`config.mk`:
```
export PLATFORM = sky130hd
export DESIGN_NAME = exd_datapath
export DESIGN_NICKNAME = d
export VERILOG_FILES = /design/src/core/exd_pkg.sv /design/src/core/exd_datapath.sv
export SDC_FILE = /design/constraint.sdc
export NUM_CORES = 1
export LEC_CHECK = 0
export ABC_AREA = 1
export BUFFER_PORTS_ARGS = -buffer_cell sky130_fd_sc_hd__buf_2
export CELL_PAD_IN_SITES_DETAIL_PLACEMENT = 0
export CELL_PAD_IN_SITES_GLOBAL_PLACEMENT = 1
export CORE_UTILIZATION = 32
export CTS_BUF_LIST = sky130_fd_sc_hd__clkbuf_4 sky130_fd_sc_hd__clkbuf_8
export CTS_CLUSTER_SIZE = 30
export DETAILED_ROUTE_END_ITERATION = 10
export GPL_TIMING_DRIVEN = 0
export MAX_ROUTING_LAYER = met4
export PLACE_DENSITY = 0.88
export SETUP_SLACK_MARGIN = 0.2
export SYNTH_ARGS = -nofsm -noshare
export SYNTH_HDL_FRONTEND = slang
export SYNTH_SLANG_ARGS = --single-unit
```
`constraint.sdc`:
```
create_clock -name CLK_SYS_I -period 1.2 [get_ports CLK_SYS_I]
set_input_delay 0.24 -clock CLK_SYS_I [delete_from_list [all_inputs] [get_ports CLK_SYS_I]]
set_output_delay 0.24 -clock CLK_SYS_I [all_outputs]
set_load 0.05 [all_outputs]
```
`src/core/exd_pkg.sv`:
```
package exd_pkg;

  // Operation selects presented by instruction decode
  typedef enum logic [2:0] {
    EXD_OP_NONE,
    EXD_OP_BYTE_EXCH,
    EXD_OP_DIGIT_EXCH,
    EXD_OP_XOR_A,
    EXD_OP_XOR_DIR
  } exd_op_t;

  // Source of the second exclusive-OR operand
  typedef enum logic [1:0] {
    EXD_SRC_REG,
    EXD_SRC_DIR,
    EXD_SRC_IND,
    EXD_SRC_IMM
  } exd_src_t;

  localparam int unsigned EXD_DATA_W     = 8;
  localparam int unsigned EXD_NIB_W      = 4;
  localparam logic [7:0]  EXD_ACC_RST    = 8'h00;
  localparam logic [7:0]  EXD_WDATA_RST  = 8'h00;
  localparam logic [7:0]  EXD_WADDR_RST  = 8'h00;
  localparam logic [2:0]  EXD_EXCH_CYCLES = 3'h1;

endpackage : exd_pkg

```
`src/core/exd_datapath.sv`:
```
// Function
// RL1 - Byte exchange loads accumulator from indirect RAM byte and writes old accumulator there.
// RL2 - Digit exchange swaps low nibbles of accumulator and indirect RAM byte.
// RL3 - Digit exchange keeps both high nibbles and changes no status flag.
// RL4 - Exclusive-OR writes bitwise XOR of operands to destination, flags unchanged.
// RL5 - Six XOR forms: A with reg/direct/indirect/immediate; direct with A/immediate.
// RL6 - XOR to an output port reads the port latch, not the pins.
// RL7 - XOR to direct byte inverts exactly the mask bits, any RAM or register.
// RL8 - Indirect byte exchange and digit exchange finish in one machine cycle.
`timescale 1ns/1ps
`default_nettype none

module exd_datapath
  import exd_pkg::*;
#(
  parameter int unsigned DATA_W = EXD_DATA_W
) (
  input  wire logic              CLK_SYS_I,
  input  wire logic              RST_N_I,
  input  wire exd_op_t           OP_I,
  input  wire exd_src_t          SRC_I,
  input  wire logic [DATA_W-1:0] PTR_ADDR_I,
  input  wire logic [DATA_W-1:0] IND_DATA_I,
  input  wire logic [DATA_W-1:0] REG_DATA_I,
  input  wire logic [DATA_W-1:0] DIR_ADDR_I,
  input  wire logic [DATA_W-1:0] DIR_DATA_I,
  input  wire logic              DIR_IS_PORT_I,
  input  wire logic [DATA_W-1:0] PORT_LATCH_I,
  input  wire logic [DATA_W-1:0] IMM_DATA_I,
  output logic      [DATA_W-1:0] ACC_O,
  output logic                   WR_EN_O,
  output logic                   WR_IND_O,
  output logic      [DATA_W-1:0] WR_ADDR_O,
  output logic      [DATA_W-1:0] WR_DATA_O,
  output logic                   DONE_O
);

  // ****************************************************************
  // State
  // ****************************************************************
  typedef struct packed {
    logic [DATA_W-1:0] acc;
    logic              wr_en;
    logic              wr_ind;
    logic [DATA_W-1:0] wr_addr;
    logic [DATA_W-1:0] wr_data;
    logic              done;
  } exd_state_t;

  exd_state_t st_reg;
  exd_state_t st_next;
  logic [DATA_W-1:0] dir_orig;
  logic [DATA_W-1:0] src_val;

  // ****************************************************************
  // Operand selection
  // ****************************************************************
  always_comb begin
    dir_orig = DIR_IS_PORT_I ? PORT_LATCH_I : DIR_DATA_I; // RL6
    case (SRC_I) // RL5
      EXD_SRC_REG: src_val = REG_DATA_I;
      EXD_SRC_DIR: src_val = dir_orig;
      EXD_SRC_IND: src_val = IND_DATA_I;
      EXD_SRC_IMM: src_val = IMM_DATA_I;
      default:     src_val = IMM_DATA_I;
    endcase
  end

  // ****************************************************************
  // Next state
  // ****************************************************************
  always_comb begin
    st_next        = st_reg;
    st_next.wr_en  = 1'b0;
    st_next.wr_ind = 1'b0;
    st_next.done   = 1'b0;
    case (OP_I)
      EXD_OP_BYTE_EXCH: begin
        st_next.acc     = IND_DATA_I; // RL1
        st_next.wr_en   = 1'b1;
        st_next.wr_ind  = 1'b1;
        st_next.wr_addr = PTR_ADDR_I;
        st_next.wr_data = st_reg.acc; // RL1
        st_next.done    = 1'b1; // RL8
      end
      EXD_OP_DIGIT_EXCH: begin
        st_next.acc     = {st_reg.acc[DATA_W-1:EXD_NIB_W],
                           IND_DATA_I[EXD_NIB_W-1:0]}; // RL2
        st_next.wr_en   = 1'b1;
        st_next.wr_ind  = 1'b1;
        st_next.wr_addr = PTR_ADDR_I;
        st_next.wr_data = {IND_DATA_I[DATA_W-1:EXD_NIB_W],
                           st_reg.acc[EXD_NIB_W-1:0]}; // RL3
        st_next.done    = 1'b1; // RL8
      end
      EXD_OP_XOR_A: begin
        st_next.acc  = st_reg.acc ^ src_val; // RL4
        st_next.done = 1'b1;
      end
      EXD_OP_XOR_DIR: begin
        st_next.wr_en   = 1'b1;
        st_next.wr_addr = DIR_ADDR_I;
        st_next.wr_data = dir_orig ^ ((SRC_I == EXD_SRC_IMM) ? IMM_DATA_I
                                                             : st_reg.acc); // RL7
        st_next.done    = 1'b1;
      end
      default: begin
      end
    endcase
  end

  always_ff @(posedge CLK_SYS_I or negedge RST_N_I) begin
    if (!RST_N_I) begin
      st_reg <= '{acc: DATA_W'(EXD_ACC_RST), wr_en: 1'b0, wr_ind: 1'b0,
                  wr_addr: DATA_W'(EXD_WADDR_RST), wr_data: DATA_W'(EXD_WDATA_RST),
                  done: 1'b0};
    end else begin
      st_reg <= st_next;
    end
  end

  assign ACC_O     = st_reg.acc;
  assign WR_EN_O   = st_reg.wr_en;
  assign WR_IND_O  = st_reg.wr_ind;
  assign WR_ADDR_O = st_reg.wr_addr;
  assign WR_DATA_O = st_reg.wr_data;
  assign DONE_O    = st_reg.done;

  // ****************************************************************
  // Exchange checks
  // ****************************************************************
  AST_BYTE_SWAP: assert property (@(posedge CLK_SYS_I) disable iff (!RST_N_I) // RL1
    OP_I == EXD_OP_BYTE_EXCH |=> ACC_O == $past(IND_DATA_I) && WR_DATA_O == $past(ACC_O)
      && WR_EN_O && WR_IND_O && WR_ADDR_O == $past(PTR_ADDR_I))
    else $error("byte exchange result wrong");

  AST_DIGIT_LOW: assert property (@(posedge CLK_SYS_I) disable iff (!RST_N_I) // RL2
    OP_I == EXD_OP_DIGIT_EXCH |=> (ACC_O & 8'h0f) == ($past(IND_DATA_I) & 8'h0f)
      && (WR_DATA_O & 8'h0f) == ($past(ACC_O) & 8'h0f))
    else $error("digit exchange low nibble wrong");

  AST_DIGIT_HIGH: assert property (@(posedge CLK_SYS_I) disable iff (!RST_N_I) // RL3
    OP_I == EXD_OP_DIGIT_EXCH |=> (ACC_O & 8'hf0) == ($past(ACC_O) & 8'hf0)
      && (WR_DATA_O & 8'hf0) == ($past(IND_DATA_I) & 8'hf0))
    else $error("digit exchange touched high nibble");

  AST_DIGIT_WRITE: assert property (@(posedge CLK_SYS_I) disable iff (!RST_N_I) // RL2
    OP_I == EXD_OP_DIGIT_EXCH
      |=> WR_EN_O && WR_IND_O && WR_ADDR_O == $past(PTR_ADDR_I))
    else $error("digit exchange write strobe wrong");

  AST_EXCH_PULSE: assert property (@(posedge CLK_SYS_I) disable iff (!RST_N_I) // RL8
    OP_I == EXD_OP_BYTE_EXCH ##1 OP_I == EXD_OP_NONE
      |=> !DONE_O && !WR_EN_O && !WR_IND_O)
    else $error("exchange pulses stood too long");

  // ****************************************************************
  // Exclusive-OR checks
  // ****************************************************************

  AST_XOR_ACC: assert property (@(posedge CLK_SYS_I) disable iff (!RST_N_I) // RL4
    OP_I == EXD_OP_XOR_A && SRC_I == EXD_SRC_REG
      |=> ACC_O == ($past(ACC_O) ^ $past(REG_DATA_I)) && !WR_EN_O)
    else $error("accumulator XOR wrong");

  AST_XOR_IND: assert property (@(posedge CLK_SYS_I) disable iff (!RST_N_I) // RL5
    OP_I == EXD_OP_XOR_A && SRC_I == EXD_SRC_IND
      |=> ACC_O == ($past(ACC_O) ^ $past(IND_DATA_I)))
    else $error("indirect XOR source wrong");

  AST_XOR_PORT: assert property (@(posedge CLK_SYS_I) disable iff (!RST_N_I) // RL6
    OP_I == EXD_OP_XOR_DIR && DIR_IS_PORT_I && SRC_I == EXD_SRC_IMM
      |=> WR_DATA_O == ($past(PORT_LATCH_I) ^ $past(IMM_DATA_I)))
    else $error("port XOR did not use latch");

  AST_XOR_MASK: assert property (@(posedge CLK_SYS_I) disable iff (!RST_N_I) // RL7
    OP_I == EXD_OP_XOR_DIR && !DIR_IS_PORT_I && SRC_I != EXD_SRC_IMM
      |=> WR_EN_O && !WR_IND_O && ACC_O == $past(ACC_O)
      && WR_DATA_O == ($past(DIR_DATA_I) ^ $past(ACC_O)))
    else $error("direct XOR mask wrong");

  AST_XOR_DIRECT_SRC: assert property (@(posedge CLK_SYS_I) disable iff (!RST_N_I) // RL5
    OP_I == EXD_OP_XOR_A && SRC_I == EXD_SRC_DIR && !DIR_IS_PORT_I
      |=> ACC_O == ($past(ACC_O) ^ $past(DIR_DATA_I)))
    else $error("direct XOR source wrong");

  AST_XOR_IMM_SRC: assert property (@(posedge CLK_SYS_I) disable iff (!RST_N_I) // RL5
    OP_I == EXD_OP_XOR_A && SRC_I == EXD_SRC_IMM
      |=> ACC_O == ($past(ACC_O) ^ $past(IMM_DATA_I)))
    else $error("immediate XOR source wrong");

  AST_XOR_A_NO_WRITE: assert property (@(posedge CLK_SYS_I) disable iff (!RST_N_I) // RL4
    OP_I == EXD_OP_XOR_A |=> !WR_EN_O && !WR_IND_O && DONE_O
      && WR_ADDR_O == $past(WR_ADDR_O) && WR_DATA_O == $past(WR_DATA_O))
    else $error("accumulator XOR touched the write port");

  AST_XOR_DIR_IMM: assert property (@(posedge CLK_SYS_I) disable iff (!RST_N_I) // RL7
    OP_I == EXD_OP_XOR_DIR && !DIR_IS_PORT_I && SRC_I == EXD_SRC_IMM
      |=> WR_EN_O && !WR_IND_O && WR_ADDR_O == $past(DIR_ADDR_I)
      && WR_DATA_O == ($past(DIR_DATA_I) ^ $past(IMM_DATA_I)))
    else $error("direct XOR immediate mask wrong");

  AST_XOR_PORT_ACC: assert property (@(posedge CLK_SYS_I) disable iff (!RST_N_I) // RL6
    OP_I == EXD_OP_XOR_DIR && DIR_IS_PORT_I && SRC_I != EXD_SRC_IMM
      |=> WR_DATA_O == ($past(PORT_LATCH_I) ^ $past(ACC_O)) && ACC_O == $past(ACC_O))
    else $error("port XOR with accumulator did not use latch");

  // ****************************************************************
  // Sequencing checks
  // ****************************************************************
  AST_ONE_CYCLE: assert property (@(posedge CLK_SYS_I) disable iff (!RST_N_I) // RL8
    OP_I inside {EXD_OP_BYTE_EXCH, EXD_OP_DIGIT_EXCH}
      |=> DONE_O ##1 (DONE_O == ($past(OP_I) != EXD_OP_NONE)))
    else $error("exchange not done in one cycle");

  AST_DONE_WITH_OP: assert property (@(posedge CLK_SYS_I) disable iff (!RST_N_I) // RL8
    DONE_O |-> $past(OP_I) != EXD_OP_NONE)
    else $error("done pulse without an instruction");

  AST_IDLE_QUIET: assert property (@(posedge CLK_SYS_I) disable iff (!RST_N_I) // RL8
    OP_I == EXD_OP_NONE |=> !DONE_O && !WR_EN_O && ACC_O == $past(ACC_O))
    else $error("idle cycle changed state");

endmodule : exd_datapath

`default_nettype wire

```
==> metrics list <==
- Outcome: complete, but fails checks
- Violations in the final reports: hold timing
* Post-detailed-routing wire length: 6.83 mm
- Cells taking the most area after synthesis: sky130_fd_sc_hd__dfrtp_1, sky130_fd_sc_hd__nand2_1, sky130_fd_sc_hd__nand3_1
* Final setup viols: 0
- CTS H-tree lvls: 1
* Cell at the root of the clock tree: sky130_fd_sc_hd__clkbuf_8
- In this run the number of cells on the critical path is 1.
* DPL Wire Length: 4.72 mm
- Clock Sinks: 27
* Global-route wire length before repair: around 10 mm
* Unrepaired setup endpoints after global routing: true
- Worst hold-check path type: in2async
- Wire length per cell: 13.6 um
* Number of max-cap violations: 0
- Highest achievable clock rate: 880 MHz
* Global routing met3 resource utilization: around 1.7%
- Via count of the first global-routing pass: 2,290
- Global routing used 21.9% of the available tracks.
* Total congestion overflow: 0
- By instance count, the leading cell after synthesis is sky130_fd_sc_hd__nand2_1.
- The number of max-slew violations in the final report came to 0.
- TritonCTS built the clock tree.
- Sequential element share of the synthesized area: 34.7%
* Die Width: ~80 um
* Required time at the worst-slack endpoint: 960 ps
- Number of synthesized flops with an enable pin: 0
* Post-synthesis net count: around 360
- Most area-hungry cell type in the Yosys netlist: sky130_fd_sc_hd__dfrtp_1
- Pin count of the biggest net entering global routing: 28
- Number of nets in the layout: 492
- Following the worst setup path forward leads to its endpoint at ACC_O[0].
- Cell count after synthesis: 299
* Final routed DRC violation total: 0
* Total standard cell area after synthesis: 1950 um2
* Endpoints failing hold: 27
- Minimum clock period: 1140 ps
- Critical R2R Launch: ACC_O[2]$_DFFE_PN0P_
* CP Max Fanout: 3
- Relative to the synthesized area, the layout overhead comes to 69.4%.
* Net switching share of the total power: a little over two fifths
- Clock-pin slew was measured on the worst setup and hold paths at 110 ps.
- Part of the power in registers: 30.5%
* Worst-Skew Late Latency: ~280 ps
- List of most frequent post-synthesis cells: sky130_fd_sc_hd__nand2_1, sky130_fd_sc_hd__nand3_1, sky130_fd_sc_hd__inv_1, sky130_fd_sc_hd__dfrtp_1, sky130_fd_sc_hd__nor2_1
- Reg-to-reg slack, setup: between 100 and 150 ps
- Power per unit of standard cell area: 1200 nW/um2
* Crit-path slowest cell: sky130_fd_sc_hd__dfrtp_2
- Relative contribution of combinational cells to total power: a little under three fifths
- The number of cells on the worst reg-to-reg path is 6.
- Tcrit/Tclk final: 94.7%
* Timing startpoint of the critical path: ACC_O[0]$_DFFE_PN0P_
- For the worst setup path, the data arrival time is 900 ps.
- STA classifies the critical path endpoint as an output pin.
- Syn Area/Cell: 6.51 um2
- The floorplan step defined a die boundary enclosing 6400 um2.
* Terminus of the critical flop-to-flop path: WR_DATA_O[2]$_DFFE_PN0P_
* Type of the worst setup path: reg2out
- Synthesis inferred 27 register bits.
* Routability congestion estimate from global placement: 0.832
- Ports: 91
- Across all hold checks on the routed design, the worst slack comes to -27.5 ps.
- Clk pwr share: 14.3%
* Series of cell instances along the critical path: buf_6
* Skew final: 7.05 ps
* Core Region: 5890 um2
* Min setup slack post-route: 63.7 ps
- The floorplan has 28 rows.
- For this configuration, the core starts out at a cell density of 33.1%.
- The Yosys step of the flow raised 0 warnings.
- 1st-pass router iterations: 4
- Prevailing post-synth register cell: sky130_fd_sc_hd__dfrtp_1
- After synthesis, the netlist uses 25 different library cells.
* Cell type group with the largest total delay on the critical path: flip-flops
- 0 antenna diodes ended up in the layout.
* Post-synth top area share: a little over a third
- Cell internal power was estimated by the tool at 2220 uW.
* Vias per inst: 4.85
* Standby leakage power: 0.00170 uW
- Height of the chip: between 70 and 80 um
- Setup slack at placement: -393 ps
* Number of buffer and inverter stages on the critical path: 1
- The worst setup path is launched from a flop.
* Slew headroom: 56.6%
* Switching component of the power: approximately 1700 uW
- Adding up every negative setup slack in the final design gives 0 ps.
- Cells with a size suffix above 1 make up 48.9% of the layout.
* Overall via count from detail_route: approximately 2,400
- Initial antenna violation count: 0
- met2 is the most crowded layer.
* Peak supply drop: 0.000610 V
- Once detail routing completed, the nets flagged for antenna violations numbered 0.
- The first routing iteration left 94 violations.
- Number of port buffers: 89
- Max incr delay on CP: approximately 450 ps
- Met2 GRT Util: 39.0%
- The number of clock buffers added by TritonCTS is 3.
* Clock Path Buffers: 2
* Slew @ Worst Pin: 651 ps
- GRT met1 Usage: 26.2%
* Post-synth ARST share: 100%
-- layout make-up --
cell class / instances / area (um2)
clock buffers: 3 / 41.3
inverters: 36 / 165
clock inverters: 1 / 7.51
flip-flops and latches: 27 / 686
multi-input cells: 228 / 1260
well taps: 75 / 93.8
plain buffers: 8 / 88.8
repair buffers: 124 / 951
fillers: 590 / 2590
-- flip-flops by register name, indices dropped and copies added (netlist names) --
signal and cells:
DONE_O 1, WR_IND_O 1, WR_DATA_O 8, WR_ADDR_O 8, ACC_O 8, WR_EN_O 1
-- routing by layer --
layer | share of wire (%) | up-vias
met5 | 0 | -
met2 | 51 | 75
li1 | - | 1234
met3 | 4.5 | 12
met4 | 1.7 | 0
met1 | 43 | 1112
-- stage by stage --
stage | hold slack, ps | cell area (um2) | total power (uW) | utilization (%) | cells
floorplan | -55.6 | 2010 | 2300 | - | 299
global placement | 299 | 2550 | 2720 | 43.3 | 463
detailed placement | 303 | 2550 | 2740 | 43.3 | 463
CTS | -9.27 | 3050 | 3790 | 51.8 | 493
global route | 15.4 | 3300 | 4160 | 56.0 | 502
finish | -27.5 | 3300 | 3950 | 56.0 | 502
-- how the worst min path moves through the flow --
stage,startpoint,endpoint,slack (ps),cells after the start
floorplan,RST_N_I,ACC_O[0]$_DFFE_PN0P_,-60,0
global placement,RST_N_I,WR_DATA_O[3]$_DFFE_PN0P_,300,1
detailed placement,RST_N_I,WR_DATA_O[3]$_DFFE_PN0P_,300,1
CTS,RST_N_I,WR_DATA_O[3]$_DFFE_PN0P_,-9,1
global route,RST_N_I,WR_DATA_O[3]$_DFFE_PN0P_,20,1
finish,RST_N_I,WR_ADDR_O[7]$_DFFE_PN0P_,-30,1
-- cells in the final DEF, fill, tap and decap left out --
master                       netlist  final
sky130_fd_sc_hd__nor3_4            1      1
sky130_fd_sc_hd__a21oi_4           0      1
sky130_fd_sc_hd__o21ai_4           0      1
sky130_fd_sc_hd__clkbuf_8          1      4
sky130_fd_sc_hd__nand2_1         107     95
sky130_fd_sc_hd__a31oi_1           6      6
sky130_fd_sc_hd__buf_2             3     57
sky130_fd_sc_hd__o21ai_2           1      6
sky130_fd_sc_hd__inv_4             0      8
sky130_fd_sc_hd__a21oi_2           0      9
sky130_fd_sc_hd__o21ai_1           6      8
sky130_fd_sc_hd__nand3_2           0      5
sky130_fd_sc_hd__inv_2             6      7
sky130_fd_sc_hd__nor2_4            2      6
sky130_fd_sc_hd__buf_8             0      1
sky130_fd_sc_hd__nor2_1           24     18
sky130_fd_sc_hd__xor2_1            4      4
sky130_fd_sc_hd__clkinvlp_4        0      1
sky130_fd_sc_hd__o21ai_0          14      6
sky130_fd_sc_hd__o21a_1            1      1
sky130_fd_sc_hd__buf_12            0      1
sky130_fd_sc_hd__nor2_2            1      3
sky130_fd_sc_hd__dfrtp_2           0      8
sky130_fd_sc_hd__a31oi_2           2      2
sky130_fd_sc_hd__buf_6             2     44
sky130_fd_sc_hd__inv_6             0      2
sky130_fd_sc_hd__nand3_1          33     28
sky130_fd_sc_hd__nand2_8           0      1
sky130_fd_sc_hd__o22ai_1           4      4
sky130_fd_sc_hd__nand4_1           8      8
sky130_fd_sc_hd__dfrtp_1          27     19
sky130_fd_sc_hd__nand2_2           1      9
sky130_fd_sc_hd__buf_4             2     28
sky130_fd_sc_hd__a21oi_1          12      2
sky130_fd_sc_hd__inv_1            30     19
sky130_fd_sc_hd__nand2_4           1      4
-- power groups by stage --
stage	clock network (uW)	registers [uW]	logic (uW)
after floorplan	0	1760	533
after global placement	0	1190	1520
after detailed placement	0	1200	1540
after CTS	584	1200	2000
after global routing	602	1220	2330
final	563	1200	2180
-- logic make-up after synthesis --
group,after synthesis,synth area share [%]
AO/OA/AOI/OAI,46,13.6
XOR/XNOR,4,1.80
buffers and inverters,44,10.4
flip-flops,27,34.7
AND/OR/NAND/NOR,178,39.6
-- repair_timing --
action / 4_1_cts / 5_1_grt
setup endpoints to repair: 53 / 51
endpoints found under the hold margin: 27 / 0
gates resized for setup: 85 / 57
gates cloned: 1 / 1
pin swaps: 19 / 26
buffers inserted: 25 / 8
Power figures use the tool's default switching activity.
